**src/pullup_pkg.sv**
```systemverilog
package pullup_pkg;
    localparam logic [15:0] BANK_F_OFFSET = 16'h30F5;
    localparam logic [15:0] BANK_G_OFFSET = 16'h30F6;
    localparam logic [15:0] BANK_H_OFFSET = 16'h30F7;
    localparam logic [7:0] BANK_F_MASK = 8'hFF;
    localparam logic [7:0] BANK_G_MASK = 8'h0F;
    localparam logic [7:0] BANK_H_MASK = 8'hC7;
    localparam logic [7:0] PULL_RESET = 8'h00;
    localparam logic [31:0] READ_ZERO = 32'h0000_0000;
endpackage

```
**src/port_pullup_enable_regs.sv**
```systemverilog
// Chosen here: the APB interface to the registers.
`timescale 1ns/100ps
module port_pullup_enable_regs #(
    parameter int ADDR_WIDTH = 16
) (
    input wire logic clock,
    input wire logic resetn,
    input wire logic psel,
    input wire logic penable,
    input wire logic pwrite,
    input wire logic [ADDR_WIDTH-1:0] paddr,
    input wire logic [31:0] pwdata,
    input wire logic [3:0] pstrb,
    output logic [31:0] prdata,
    output logic pready,
    output logic pslverr,
    input wire logic [7:0] bankFInput,
    input wire logic [7:0] bankGInput,
    input wire logic [7:0] bankHInput,
    output logic [7:0] bankFPullOn,
    output logic [7:0] bankGPullOn,
    output logic [7:0] bankHPullOn
);
    initial begin
        if (ADDR_WIDTH < 16) begin
            $error("ADDR_WIDTH must hold the 16-bit register offsets");
        end
    end

    logic [7:0] bankF_q;
    logic [7:0] bankG_q;
    logic [7:0] bankH_q;
    logic [31:0] prdata_q;
    logic pready_q;
    logic pslverr_q;
    logic [15:0] addr;
    logic setup;
    logic wrHit;

    // Offsets are not word aligned, so the printed offset is an index and byte address = 4x
    function automatic logic [1:0] decode(input logic [15:0] a);
        if (a == 16'((pullup_pkg::BANK_F_OFFSET << 2))) begin
            decode = 2'h1;
        end else if (a == 16'((pullup_pkg::BANK_G_OFFSET << 2))) begin
            decode = 2'h2;
        end else if (a == 16'((pullup_pkg::BANK_H_OFFSET << 2))) begin
            decode = 2'h3;
        end else begin
            decode = 2'h0;
        end
    endfunction

    assign addr = paddr[15:0];
    // Answer is given in the first access cycle; a one-cycle ready pulse
    assign setup = psel && !penable;
    assign wrHit = psel && penable && pready_q && pwrite && pstrb[0];

    always_ff @(posedge clock or negedge resetn) begin
        if (!resetn) begin
            pready_q <= 1'b0;
        end else begin
            pready_q <= setup;
        end
    end

    always_ff @(posedge clock or negedge resetn) begin
        if (!resetn) begin
            bankF_q <= pullup_pkg::PULL_RESET;
            bankG_q <= pullup_pkg::PULL_RESET;
            bankH_q <= pullup_pkg::PULL_RESET;
        end else if (wrHit) begin
            unique case (decode(addr))
                2'h1: bankF_q <= pwdata[7:0] & pullup_pkg::BANK_F_MASK;
                2'h2: bankG_q <= pwdata[7:0] & pullup_pkg::BANK_G_MASK;
                2'h3: bankH_q <= pwdata[7:0] & pullup_pkg::BANK_H_MASK;
                default: ;
            endcase
        end
    end

    always_ff @(posedge clock or negedge resetn) begin
        if (!resetn) begin
            prdata_q <= pullup_pkg::READ_ZERO;
        end else if (setup && !pwrite) begin
            unique case (decode(addr))
                2'h1: prdata_q <= {24'h000000, bankF_q};
                2'h2: prdata_q <= {24'h000000, bankG_q};
                2'h3: prdata_q <= {24'h000000, bankH_q};
                default: prdata_q <= pullup_pkg::READ_ZERO;
            endcase
        end
    end

    // Pullup only where the pin is an input; direction comes from the port logic
    always_ff @(posedge clock or negedge resetn) begin
        if (!resetn) begin
            bankFPullOn <= pullup_pkg::PULL_RESET;
            bankGPullOn <= pullup_pkg::PULL_RESET;
            bankHPullOn <= pullup_pkg::PULL_RESET;
        end else begin
            bankFPullOn <= bankF_q & bankFInput;
            bankGPullOn <= bankG_q & bankGInput;
            bankHPullOn <= bankH_q & bankHInput;
        end
    end

    // Unmapped accesses are quietly ignored, so the error flag never rises
    always_ff @(posedge clock or negedge resetn) begin
        if (!resetn) begin
            pslverr_q <= 1'b0;
        end else begin
            pslverr_q <= 1'b0;
        end
    end

    assign prdata = prdata_q;
    assign pready = pready_q;
    assign pslverr = pslverr_q;

    AST_G_RESERVED_ZERO: assert property (@(posedge clock) disable iff (!resetn)
        bankG_q[7:4] == 4'h0) else $error("G reserved bits not zero");

    AST_H_RESERVED_ZERO: assert property (@(posedge clock) disable iff (!resetn)
        bankH_q[5:3] == 3'h0) else $error("H reserved bits not zero");

    AST_G_WRITE: assert property (@(posedge clock) disable iff (!resetn)
        wrHit && decode(addr) == 2'h2 |=> bankG_q == ($past(pwdata[7:0]) & 8'h0F))
        else $error("G write not stored");

    AST_H_WRITE: assert property (@(posedge clock) disable iff (!resetn)
        wrHit && decode(addr) == 2'h3 |=> bankH_q == ($past(pwdata[7:0]) & 8'hC7))
        else $error("H write not stored");

    AST_F_WRITE: assert property (@(posedge clock) disable iff (!resetn)
        wrHit && decode(addr) == 2'h1 |=> bankF_q == $past(pwdata[7:0]))
        else $error("F write not stored");

    AST_F0_PULL: assert property (@(posedge clock) disable iff (!resetn)
        bankF_q[0] && bankFInput[0] |=> bankFPullOn[0]) else $error("F0 pullup missing");

    AST_OUTPUT_NO_PULL: assert property (@(posedge clock) disable iff (!resetn)
        !bankGInput[0] |=> !bankGPullOn[0]) else $error("Pullup on non-input pin");

    AST_READBACK: assert property (@(posedge clock) disable iff (!resetn)
        setup && !pwrite && decode(addr) == 2'h3 ##1 pready |-> prdata == {24'h0, bankH_q})
        else $error("H readback wrong");

    AST_READY_PULSE: assert property (@(posedge clock) disable iff (!resetn)
        pready |=> !pready) else $error("Ready longer than one cycle");

    AST_F_KEEP: assert property (
        @(posedge clock) disable iff (!resetn)
        !(wrHit && decode(addr) == 2'h1)
        |=> $stable(bankF_q))
        else $error("F register changed without a write");

    AST_G_KEEP: assert property (
        @(posedge clock) disable iff (!resetn)
        !(wrHit && decode(addr) == 2'h2)
        |=> $stable(bankG_q))
        else $error("G register changed without a write");

    AST_H_KEEP: assert property (
        @(posedge clock) disable iff (!resetn)
        !(wrHit && decode(addr) == 2'h3)
        |=> $stable(bankH_q))
        else $error("H register changed without a write");

    AST_STRB_IGNORED: assert property (
        @(posedge clock) disable iff (!resetn)
        psel && penable && pready && pwrite && !pstrb[0]
        |=> $stable(bankF_q) && $stable(bankG_q) && $stable(bankH_q))
        else $error("Write with low byte strobe off took effect");

    AST_UNMAPPED_WRITE: assert property (
        @(posedge clock) disable iff (!resetn)
        wrHit && decode(addr) == 2'h0
        |=> $stable(bankF_q) && $stable(bankG_q) && $stable(bankH_q))
        else $error("Unmapped write changed a register");

    AST_UNMAPPED_READ: assert property (
        @(posedge clock) disable iff (!resetn)
        setup && !pwrite && decode(addr) == 2'h0
        |=> prdata == 32'h0000_0000)
        else $error("Unmapped read not zero");

    AST_F_READBACK: assert property (
        @(posedge clock) disable iff (!resetn)
        setup && !pwrite && decode(addr) == 2'h1
        |=> prdata == {24'h000000, $past(bankF_q)})
        else $error("F readback wrong");

    AST_G_READBACK: assert property (
        @(posedge clock) disable iff (!resetn)
        setup && !pwrite && decode(addr) == 2'h2
        |=> prdata == {24'h000000, $past(bankG_q)})
        else $error("G readback wrong");

    AST_PRDATA_UPPER_ZERO: assert property (
        @(posedge clock) disable iff (!resetn)
        1'b1
        |-> prdata[31:8] == 24'h000000)
        else $error("Upper read lanes not zero");

    AST_PRDATA_HOLD: assert property (
        @(posedge clock) disable iff (!resetn)
        !(setup && !pwrite)
        |=> $stable(prdata))
        else $error("Read data moved without a read");

    AST_READY_AFTER_SETUP: assert property (
        @(posedge clock) disable iff (!resetn)
        setup
        |=> pready)
        else $error("No ready in the first access cycle");

    AST_READY_ONLY_AFTER_SETUP: assert property (
        @(posedge clock) disable iff (!resetn)
        pready
        |-> $past(setup))
        else $error("Ready without a setup cycle");

    AST_READ_NO_CHANGE: assert property (
        @(posedge clock) disable iff (!resetn)
        setup && !pwrite
        |=> $stable(bankF_q) && $stable(bankG_q) && $stable(bankH_q))
        else $error("Read changed a register");

    AST_NO_ERROR: assert property (
        @(posedge clock) disable iff (!resetn)
        1'b1
        |-> !pslverr)
        else $error("Error response raised");

    AST_F_PULL_OFF: assert property (
        @(posedge clock) disable iff (!resetn)
        !bankF_q[0]
        |=> !bankFPullOn[0])
        else $error("F0 pullup on while disabled");

    AST_F_PULL_FOLLOW: assert property (
        @(posedge clock) disable iff (!resetn)
        1'b1
        |=> bankFPullOn == ($past(bankF_q) & $past(bankFInput)))
        else $error("F pullups do not follow enable and direction");

    AST_G_PULL_FOLLOW: assert property (
        @(posedge clock) disable iff (!resetn)
        1'b1
        |=> bankGPullOn == ($past(bankG_q) & $past(bankGInput)))
        else $error("G pullups do not follow enable and direction");

    AST_H_PULL_FOLLOW: assert property (
        @(posedge clock) disable iff (!resetn)
        1'b1
        |=> bankHPullOn == ($past(bankH_q) & $past(bankHInput)))
        else $error("H pullups do not follow enable and direction");

    AST_G_PULL_RESERVED: assert property (
        @(posedge clock) disable iff (!resetn)
        1'b1
        |-> bankGPullOn[7:4] == 4'h0)
        else $error("Pullup on a missing G pin");

    AST_H_PULL_RESERVED: assert property (
        @(posedge clock) disable iff (!resetn)
        1'b1
        |-> bankHPullOn[5:3] == 3'h0)
        else $error("Pullup on a missing H pin");

    AST_H_OUTPUT_NO_PULL: assert property (
        @(posedge clock) disable iff (!resetn)
        !bankHInput[7]
        |=> !bankHPullOn[7])
        else $error("H7 pullup on a non-input pin");

    AST_F_OUTPUT_NO_PULL: assert property (
        @(posedge clock) disable iff (!resetn)
        !bankFInput[0]
        |=> !bankFPullOn[0])
        else $error("F0 pullup on a non-input pin");

    AST_G3_OUTPUT_NO_PULL: assert property (
        @(posedge clock) disable iff (!resetn)
        !bankGInput[3]
        |=> !bankGPullOn[3])
        else $error("G3 pullup on a non-input pin");

    AST_G3_PULL_ON: assert property (
        @(posedge clock) disable iff (!resetn)
        bankG_q[3] && bankGInput[3]
        |=> bankGPullOn[3])
        else $error("G3 pullup missing");

    AST_G0_PULL_ON: assert property (
        @(posedge clock) disable iff (!resetn)
        bankG_q[0] && bankGInput[0]
        |=> bankGPullOn[0])
        else $error("G0 pullup missing");

    AST_H6_PULL_ON: assert property (
        @(posedge clock) disable iff (!resetn)
        bankH_q[6] && bankHInput[6]
        |=> bankHPullOn[6])
        else $error("H6 pullup missing");

    AST_H0_PULL_ON: assert property (
        @(posedge clock) disable iff (!resetn)
        bankH_q[0] && bankHInput[0]
        |=> bankHPullOn[0])
        else $error("H0 pullup missing");

    AST_F7_PULL_ON: assert property (
        @(posedge clock) disable iff (!resetn)
        bankF_q[7] && bankFInput[7]
        |=> bankFPullOn[7])
        else $error("F7 pullup missing");
endmodule

```
**config.mk**
```make
export PLATFORM = sky130hd
export DESIGN_NAME = port_pullup_enable_regs
export DESIGN_NICKNAME = d
export VERILOG_FILES = /design/src/pullup_pkg.sv /design/src/port_pullup_enable_regs.sv
export SDC_FILE = /design/constraint.sdc
export NUM_CORES = 1
export LEC_CHECK = 0
export BUFFER_PORTS_ARGS = -buffer_cell sky130_fd_sc_hd__clkbuf_2
export CORE_MARGIN = 2
export CORE_UTILIZATION = 44
export DETAILED_ROUTE_END_ITERATION = 7
export HOLD_SLACK_MARGIN = 0.15
export PLACE_DENSITY_LB_ADDON = 0.2
export SYNTH_ARGS = -nofsm -noshare
export SYNTH_HDL_FRONTEND = slang
export SYNTH_SLANG_ARGS = --single-unit
```
**constraint.sdc**
```tcl
create_clock -name clock -period 4.9 [get_ports clock]
set_input_delay 0 -clock clock [delete_from_list [all_inputs] [get_ports clock]]
set_output_delay 0 -clock clock [all_outputs]
set_load 0.005 [all_outputs]
```
After elaboration in Yosys (flattened, before gate mapping). Index checks and enable logic that the tools add are counted.

Input bits: 81. Output and inout bits: 58. Bits in registers: 74. Word-level logic and storage cells: 37.

Bitwise gates (word level): 3. Multiplexer cells: 6. Reduce and logical (&&, ||, !) cells: 11. Equal/unequal tests: 9.

Operators with widths (number): $eq 16x16->1 const B (3); $pmux 8 s3 (1); $and 8x8->8 (2); $mux 2 (5); $and 4x8->8 (1); $eq 2x2->1 const B (4); $logic_and 1x1->1 (6); $reduce_and 2->1 (3); $eq 2x1->1 const B (2); $logic_not 1->1 (2).

Longest topological paths before layout. Gate-level depths: netlist of run 1.

Depth after elaboration: 7. Depth in mapped cells: 5. Gate-level depth less buffers: 4.

Worst setup path after synthesis of run 1. Ideal clock, no wire load.

Path kind: flip-flop to flip-flop. Start point: register pready_q (netlist: pready). End point: register bankF_q[0]. Stages on the path, launching flop included: 5. Path slack: 3257 ps. Data arrival time: 1519 ps. Library setup time: 125 ps. Clock period less this slack: 1643 ps. Required time: 4775 ps. Path buffers: 0. Cell sequence: dfrtp_1 -> and4_1 -> nand4_4 -> nor4_4 -> mux2_2.

Longest elaborated chain between the ends: 4.

RTL lines: from (decl) (RTL line port_pullup_enable_regs.sv:34) `logic pready_q;`; from (signal assigned) (RTL line port_pullup_enable_regs.sv:62) `pready_q <= setup;`; $logic_and 1x1->1 (3 in a row) (RTL line port_pullup_enable_regs.sv:56) `assign wrHit = psel && penable && pready_q && pwrite && pstrb[0];`; $reduce_and 2->1 (no source line); to (signal assigned) (RTL line port_pullup_enable_regs.sv:68) `bankF_q <= pullup_pkg::PULL_RESET;`; to (signal assigned) (RTL line port_pullup_enable_regs.sv:73) `2'h1: bankF_q <= pwdata[7:0] & pullup_pkg::BANK_F_MASK;`; to (decl) (RTL line port_pullup_enable_regs.sv:30) `logic [7:0] bankF_q;`.

Every way passes these cells. A chain may end at the register's enable or synchronous reset.

Worst setup path in the final report of run 1.
Start point: register pready_q (netlist: pready). End point: register bankF_q[2].

The elaborated chain is that of the path after synthesis.

==> results.toml, run 1 <==
[run]
cap_violations = 0

[drt]
routed_wl_mm = 4.08
dr.pass1.iters = 4
vias = 1470
route.detailed.drc = 0
antenna_left = 0
drt_iter0_drc = 52
wl_per_cell_um = 12.8
vias_per_cell = 4.61

[timing]
worstMarginPinSlew_ns = 1.16
slew_headroom_pct = 21.7
min_period_ns = 1.88
grt_setup_unrepaired = "false"
fmax_ghz = 0.533
setup_viol = 0
hold_viol = 0
tns_ns = 0
finalClockSkew_ns = 0.00343
fin_crit_sh_pct = 38.3
hold_ws_ns = 0.209
slew_viol_final = 0

[cells_and_area]
n_antenna_cell = 0
multi_input_area_sq_um = 818
fill_cells = 393
seqCellArea_sq_um = 1080
layout-drive-gt1-share_pct = 39.3
final_core_util_pct = 61.4
nets = 348
area_growth_pct = 32.9

[synth]
syn_avg_cell_area_sq_um = 12.5
synth_commonest_cells = "dfrtp_1 (43), buf_4 (32), and2_1 (17), mux2_2 (17), nand2_1 (12)"
synth_cell_types = 29
synth_area_leaders = "dfrtp_1 (53%), buf_4 (12%), mux2_2 (9.5%)"
yosysTopAreaCell = "dfrtp_1"
yosys_most_used_dff = "dfrtp_1"
synth-compound-area-share_pct = 5.31
yosysMostFrequentCell = "dfrtp_1"
synth_top_area_share_pct = 53.1
async_flop_share_pct = 100
synth_top_family_by_area = "simple AND/OR/NAND/NOR gates"
seq_area_frac_synth_pct = 53.1
muxShareOfSynthArea_pct = 9.45
synth_seq_cells = 43
synth_xor_area_share_pct = 0
synth_edf_count = 0
syn_area_sq_um = 2030
yosysWarnings = 0
synth_simple_gate_area_share_pct = 19.7
synth_adder_area_share_pct = 0
syn_inst = 162

[run_status]
status = "completed"

[place]
io_buffers = 72
routabilityCongestion = 0.711
dp_hpwl_mm = 2.84

[clock_tree]
cts.repair.resized = 0
ctsHoldBuffers = 28
clock_latency_ns = 0.29
cts_tree = "built"
post_cts_buffers = 0
cts_inserted_buffers = 5
clock_sinks = 43
cts_buffer_depth = 2
htree_levels = 2
ctsRootBufferMaster = "clkbuf_8"
clkTransAtPathRegs_ns = 0.08

[critical_path]
startpoint_type = "flip-flop"
crit_type = "flip-flop to flip-flop"
cp_slowest_cell = "nor4_4"
reg2reg_setup_slack_ns = 3.02
worst-path-max-fanout = 8
critPathTopFamily = "simple AND/OR/NAND/NOR gates"
rr_worst_depth = 4
rr_endpoint = "bankF_q[2]$_DFFE_PN0P_"
cp_num_buf_inv = 0
reg2reg_from = "pready$_DFF_PN0_"
cp.required_ns = 5.07
cp_slowest_stage_delay_ns = 0.60
cp_data_arrival_time_ns = 2.05
end_kind = "flip-flop"
crit_chain = "and4_1 > nand4_4 > nor4_4 > mux2_2"

[grt]
grt_overflow_total = 0
grt_pass1_vias = 1401
track_usage_pct = 16.3
grt_pass1_wl_mm = 6.40
antenna_found_initial = 0
grt_max_degree = 44

[min_path]
min-delay-start = "paddr[6]"
hold_path_class = "input pin to flip-flop"
min_delay_path_depth = 5
hold_end = "prdata[4]$_DFFE_PN0P_"

[pwr]
ir_worst_vdd_mv = 0.110
power_density_nw_per_um2 = 237
p_leak_nw = 1.43

[floorplanning]
die_area_sq_um = 5160
ioPinCount = 139
die_y_um = 71.9
row_count = 24
die_w_um = 71.9
start_util_pct = 46.2
core_sq_um = 4380
==> per-stage QoR <==
stage,instance area [sq um],power (mW),setup WS (ns),cells
finish,2690,0.638,3.02,319
global route,2690,0.664,2.92,319
CTS,2690,0.644,2.98,319
detailed placement,2320,0.405,3.00,284
global placement,2320,0.405,2.99,284
floorplan,2140,0.395,3.26,193
==> layer usage <==
layer  GRT usage [%]  share of wire (%)  vias to the layer above  wire length [um]
li1                -                  -                      710                 -
met1            21.1                 42                      683              1730
met2            27.3                 49                       71              2000
met3            3.38                7.1                        6               290
met4            5.66                1.4                        0                56
met5               0                  0                        -                 0
==> worst min-delay path, delay by kind of cell <==
family / cells / cell delay (ns)
buffers and inverters: 1 / 0.10
AO/OA/AOI/OAI: 1 / 0.06
AND/OR/NAND/NOR: 3 / 0.29
==> sequential cells by signal (all words and copies together) (netlist names) <==
name and cells:
bankGPullOn 4, prdata 8, bankG_q 4, bankH_q 5, pready 1, bankHPullOn 5, bankFPullOn 8, bankF_q 8
==> area by class of cell <==
class	instances	area share, %
sequential	43	40.0
multi-input combinational	116	30.4
timing repair buffer	100	23.8
clock buffer	6	3.07
tap	52	2.42
clock inverter	1	0.186
inverter	1	0.139
==> placed cells by master (no fill, tap or decap) <==
cell type / n
nor4_4: 1
nor2_1: 1
nand2_1: 12
inv_1: 1
nor4_1: 2
nor3_2: 1
and4_1: 1
o21ai_1: 3
clkbuf_8: 6
nand4bb_1: 4
nand4bb_4: 1
and2_1: 17
nand4_4: 1
or2_4: 1
or4_4: 1
nor2b_1: 1
o21ai_0: 2
a22oi_1: 9
clkinv_2: 1
mux2_2: 17
and4bb_2: 1
and2b_1: 1
a21oi_1: 3
dfrtp_1: 43
clkbuf_2: 72
conb_1: 32
nand2b_1: 1
nand4b_1: 1
nor4_2: 1
nor4b_4: 1
dlygate4sd3_1: 28
==> how the worst max path moves through the flow <==
stage                     startpoint                endpoint  slack [ns]  cells past startpoint
detailed placement  pready$_DFF_PN0_  bankF_q[5]$_DFFE_PN0P_        3.00                      4
floorplan           pready$_DFF_PN0_  bankF_q[0]$_DFFE_PN0P_        3.26                      4
global placement    pready$_DFF_PN0_  bankF_q[3]$_DFFE_PN0P_        2.99                      4
global route        pready$_DFF_PN0_  bankF_q[2]$_DFFE_PN0P_        2.92                      4
finish              pready$_DFF_PN0_  bankF_q[2]$_DFFE_PN0P_        3.02                      4
CTS                 pready$_DFF_PN0_  bankF_q[5]$_DFFE_PN0P_        2.98                      4
==> power by group <==
group,total [mW],switching [mW],internal [mW]
Combinational,0.0603,0.0279,0.0323
Sequential,0.355,0.000230,0.355
Clock,0.222,0.112,0.111
==> cells by family (layout without fill, tap and decap cells) <==
| group | count (synthesis) | count (layout) |
|---|---|---|
| flip-flops | 43 | 43 |
| other | 1 | 32 |
| buffers and inverters | 34 | 108 |
| AND/OR/NAND/NOR | 50 | 50 |
| AO/OA/AOI/OAI | 17 | 17 |
| multiplexers | 17 | 17 |
(Power assumes the default switching activity.)
==> inputs of run 2 (changes only) <==
Settings changed: CORE_UTILIZATION 44 to 37.
Clock period 4.9 ns to 1.58 ns, I/O delays scaled along.
==> results.toml, run 2 (synthesized netlist as in run 1, its figures left out) <==
[run_status]
violations = "negative setup slack"
status = "finished, violations left"

[grt]
grt_max_degree = 29
grt_overflow_total = 0
track_usage_pct = 14.3
antenna_found_initial = 0
grt_pass1_wl_mm = 6.86
grt_pass1_vias = 1462

[timing]
min_period_ns = 1.58
setup_viol = 3
tns_ns = -0.00400
finalClockSkew_ns = 0.00484
fmax_ghz = 0.632
grt_setup_unrepaired = "true"
fin_crit_sh_pct = 100
worstMarginPinSlew_ns = 0.672
setup_slack_ns = -0.00223
slew_viol_final = 0
hold_viol = 0
slew_headroom_pct = 55.2

[place]
dp_hpwl_mm = 3.19
place_inst = 313
io_buffers = 72
place_ws_ns = -0.103
routabilityCongestion = 0.693

[critical_path]
worst-path-max-fanout = 3
critPathTopFamily = "simple AND/OR/NAND/NOR gates"
crit_chain = "and4_4 > nand4_4 > nor4b_4 > buf_4 > mux2_4"
rr_worst_depth = 5
cp_slowest_stage_delay_ns = 0.36
cp_num_buf_inv = 1
cp.depth = 5
cp.required_ns = 1.76
startpoint_type = "flip-flop"
end_kind = "flip-flop"
cp_slowest_cell = "dfrtp_1"
cp_data_arrival_time_ns = 1.76
crit_type = "flip-flop to flip-flop"

[cells_and_area]
final_cells = 350
final_core_util_pct = 54.9
fill_cells = 491
most-common-layout-cells = "clkbuf_2 (72), dfrtp_1 (43), conb_1 (32), dlygate4sd3_1 (28), and2_1 (17)"
layout_commonest_cell = "clkbuf_2"
n_antenna_cell = 0
area_growth_pct = 41.0
nets = 362
layout-drive-gt1-share_pct = 42.1

[run]
cap_violations = 0

[clock_tree]
clock_sinks = 43
cts_inserted_buffers = 5
ctsRootBufferMaster = "clkbuf_8"
htree_levels = 2
clock_latency_ns = 0.29
clkTransAtPathRegs_ns = 0.07
cts_tree = "built"
cts_buffer_depth = 2

[drt]
vias_per_cell = 4.36
antenna_left = 0
vias = 1527
dr.pass1.iters = 4
route.detailed.drc = 0
drt_iter0_drc = 50
wl_per_cell_um = 12.4
routed_wl_mm = 4.35

[floorplanning]
start_util_pct = 38.9
die_w_um = 78.0
die_area_sq_um = 6080
row_count = 26
core_sq_um = 5200
die_y_um = 78.0
ioPinCount = 139

[pwr]
p_leak_nw = 1.51
power_density_nw_per_um2 = 676
power_mw = 1.93
ir_worst_vdd_mv = 0.482

[min_path]
hold_path_class = "input pin to flip-flop"
min_delay_path_depth = 4
run 2: where the power goes:
group          leakage (nW)  switching (mW)  total [mW]  internal (mW)
Sequential            0.600        0.000798        1.10           1.10
Clock                0.0371           0.333       0.627          0.295
Combinational         0.869          0.0925       0.202          0.109
Total                  1.51           0.426        1.93           1.51
run 2: cell type report:
class | instances | area (sq um) | area share (%)
Sequential cell | 43 | 1080 | 37.7
Multi-Input combinational cell | 116 | 866 | 30.3
Inverter | 1 | 3.75 | 0.131
Tap cell | 70 | 87.6 | 3.07
Clock buffer | 6 | 72.6 | 2.54
Timing Repair Buffer | 114 | 749 | 26.2
run 2: worst paths after layout:
kind,slack [ns],start,end
hold / removal,0.22,pwrite,prdata[1]$_DFFE_PN0P_
setup reg to reg,-0.002,pready$_DFF_PN0_,bankG_q[0]$_DFFE_PN0P_
hold reg to reg,0.49,prdata[4]$_DFFE_PN0P_,prdata[4]$_DFFE_PN0P_
setup / recovery,-0.002,pready$_DFF_PN0_,bankG_q[0]$_DFFE_PN0P_
min in group asynchronous,0.28,resetn,bankFPullOn[0]$_DFF_PN0_
max in group asynchronous,0.69,resetn,bankFPullOn[6]$_DFF_PN0_
run 2: tightest hold or removal path: cells and delay by family:
family	cells	cell delay (ns)
compound gates	1	0.07
simple gates	2	0.31
buf+inv	1	0.09
run 2: what timing repair did:
| action | in CTS | in global routing |
|---|---|---|
| buffers inserted | 3 | 0 |
| cloned | 0 | 0 |
| endpoints found under the setup margin | 17 | 17 |
| resized for setup | 3 | 11 |
| pin swaps | 3 | 2 |
| endpoints found under the hold margin | 61 | 0 |
| hold buffers | 28 | 0 |
run 2: per-layer routing:
metal  wire length [um]  up-vias  track usage (%)
li1                   -      734                -
met1               2030      719             20.3
met2               1990       69             21.8
met3                279        5             3.49
met4                 51        0             4.21
met5                  0        -                0
run 2: metrics by stage:
stage | instance area [sq um] | hold WS, ns
after CTS | 2810 | 0.220
final | 2860 | 0.221
after floorplan | 2140 | -0.296
after detailed placement | 2430 | 0.0667
after global routing | 2860 | 0.253
after global placement | 2430 | 0.0758
==> inputs of run 3 (changes only) <==
Clock period 1.58 ns to 1.4 ns, I/O delays scaled along.
==> results.toml, run 3 (synthesized netlist as in run 1, its figures left out) <==
[timing]
hold_ws_ns = 0.204
slew_viol_final = 0
hold_viol = 0
finalClockSkew_ns = 0.00219
grt_setup_unrepaired = "true"
slew_headroom_pct = 64.0
setup_slack_ns = -0.126
min_period_ns = 1.53
setup_viol = 17
fin_crit_sh_pct = 109
worstMarginPinSlew_ns = 0.540
fmax_ghz = 0.655

[run_status]
status = "finished, violations left"
violations = "negative setup slack"

[min_path]
min-delay-start = "pwrite"
hold_path_class = "input pin to flip-flop"
min_delay_path_depth = 4

[clock_tree]
clock_sinks = 43
post_cts_buffers = 0
clock_latency_ns = 0.30
cts_buffer_depth = 2
ctsRootBufferMaster = "clkbuf_8"
cts_inserted_buffers = 5
htree_levels = 2
clkTransAtPathRegs_ns = 0.08
cts_tree = "built"

[critical_path]
crit_type = "flip-flop to flip-flop"
startpoint_type = "flip-flop"
rr_endpoint = "bankG_q[1]$_DFFE_PN0P_"
cp_slowest_stage_delay_ns = 0.35
worst-path-max-fanout = 3
rr_worst_depth = 5
cp_slowest_cell = "dfrtp_1"
end_kind = "flip-flop"
reg2reg_setup_slack_ns = -0.13
critPathLaunch = "pready$_DFF_PN0_"
cp_data_arrival_time_ns = 1.71
reg2reg_from = "pready$_DFF_PN0_"
crit_chain = "and4_4 > nand4_4 > nor4b_4 > buf_4 > mux2_4"
cp.required_ns = 1.58
cp.depth = 5
critPathTopFamily = "simple AND/OR/NAND/NOR gates"
cp_num_buf_inv = 1
crit_end = "bankG_q[1]$_DFFE_PN0P_"

[cells_and_area]
n_antenna_cell = 0
layout-drive-gt1-share_pct = 42.1
multi_input_area_sq_um = 885
most-common-layout-cells = "clkbuf_2 (72), dfrtp_1 (43), conb_1 (32), dlygate4sd3_1 (27)"
nets = 360
layout_commonest_cell = "clkbuf_2"
final_cells = 350
area_growth_pct = 41.4
fill_cells = 473
final_core_util_pct = 55.0
seqCellArea_sq_um = 1080

[place]
routabilityCongestion = 0.747
io_buffers = 72
place_inst = 315
place_ws_ns = -0.233
dp_hpwl_mm = 3.15

[drt]
vias = 1518
dr.pass1.iters = 4
drt_iter0_drc = 104
routed_wl_mm = 4.50
antenna_left = 0
vias_per_cell = 4.34
wl_per_cell_um = 12.9
route.detailed.drc = 0

[floorplanning]
start_util_pct = 38.9
die_y_um = 78.0
core_sq_um = 5200
die_w_um = 78.0
ioPinCount = 139
row_count = 26
die_area_sq_um = 6080

[pwr]
p_leak_nw = 1.51
seqPwrFrac_pct = 55.7
p_clk_share_pct = 34.2
internal_power_mw = 1.71
ir_worst_vdd_mv = 0.336
p_sw_share_pct = 23.3
pwr-share-comb_pct = 10.1
power_density_nw_per_um2 = 779
switching_power_mw = 0.519

[grt]
grt_max_degree = 44
antenna_found_initial = 0
grt_overflow_total = 0
grt_pass1_vias = 1425
track_usage_pct = 15.4
grt_pass1_wl_mm = 7.11

[run]
cap_violations = 0
-- run 3: worst reg2reg max path, stage by stage (launching register included) --
cell     delay [ns]
dfrtp_1        0.35
and4_4         0.22
nand4_4        0.12
nor4b_4        0.25
buf_4          0.18
mux2_4         0.29
-- run 3: worst min path at each step --
| stage | slack [ns] | end |
|---|---|---|
| finish | 0.20 | prdata[3]$_DFFE_PN0P_ |
| global route | 0.23 | prdata[3]$_DFFE_PN0P_ |
| CTS | 0.20 | prdata[3]$_DFFE_PN0P_ |
| detailed placement | 0.11 | bankGPullOn[3]$_DFF_PN0_ |
| global placement | 0.11 | bankGPullOn[1]$_DFF_PN0_ |
| floorplan | -0.30 | bankFPullOn[0]$_DFF_PN0_ |
-- run 3: power by group through the flow --
stage | registers (mW) | logic [mW] | clock network (mW)
global placement | 1.27 | 0.163 | 0
detailed placement | 1.27 | 0.163 | 0
finish | 1.24 | 0.225 | 0.763
global route | 1.24 | 0.251 | 0.852
CTS | 1.24 | 0.225 | 0.786
floorplan | 1.27 | 0.113 | 0
-- run 3: cell type report --
| cell class | instances | share of cell area [%] |
|---|---|---|
| Inverter | 1 | 0.131 |
| Multi-Input combinational cell | 116 | 30.9 |
| Clock inverter | 1 | 0.175 |
| Timing Repair Buffer | 112 | 25.5 |
| Clock buffer | 7 | 2.66 |
| Tap cell | 70 | 3.06 |
| Sequential cell | 43 | 37.6 |
-- run 3: through the flow --
| stage | setup TNS, ns | cell area (sq um) | power [mW] |
|---|---|---|---|
| after CTS | -1.53 | 2860 | 2.25 |
| after floorplan | -3.39 | 2150 | 1.38 |
| after detailed placement | -3.67 | 2450 | 1.43 |
| final | -1.21 | 2870 | 2.23 |
| after global routing | -2.65 | 2870 | 2.35 |
| after global placement | -3.02 | 2450 | 1.43 |
-- run 3: metal layers --
| metal | global-route usage, % | vias up | part of all wire (%) |
|---|---|---|---|
| met5 | 0 | - | 0 |
| met1 | 21.2 | 703 | 44 |
| met4 | 5.79 | 0 | 1.6 |
| li1 | - | 731 | - |
| met3 | 3.49 | 6 | 7.8 |
| met2 | 23.5 | 78 | 46 |
-- run 3: what timing repair did --
| item | in CTS | in global routing |
|---|---|---|
| pin swaps | 5 | 0 |
| endpoints found under the hold margin | 78 | 0 |
| resized for setup | 15 | 1 |
| endpoints found under the setup margin | 17 | 17 |
| hold buffers | 27 | 0 |
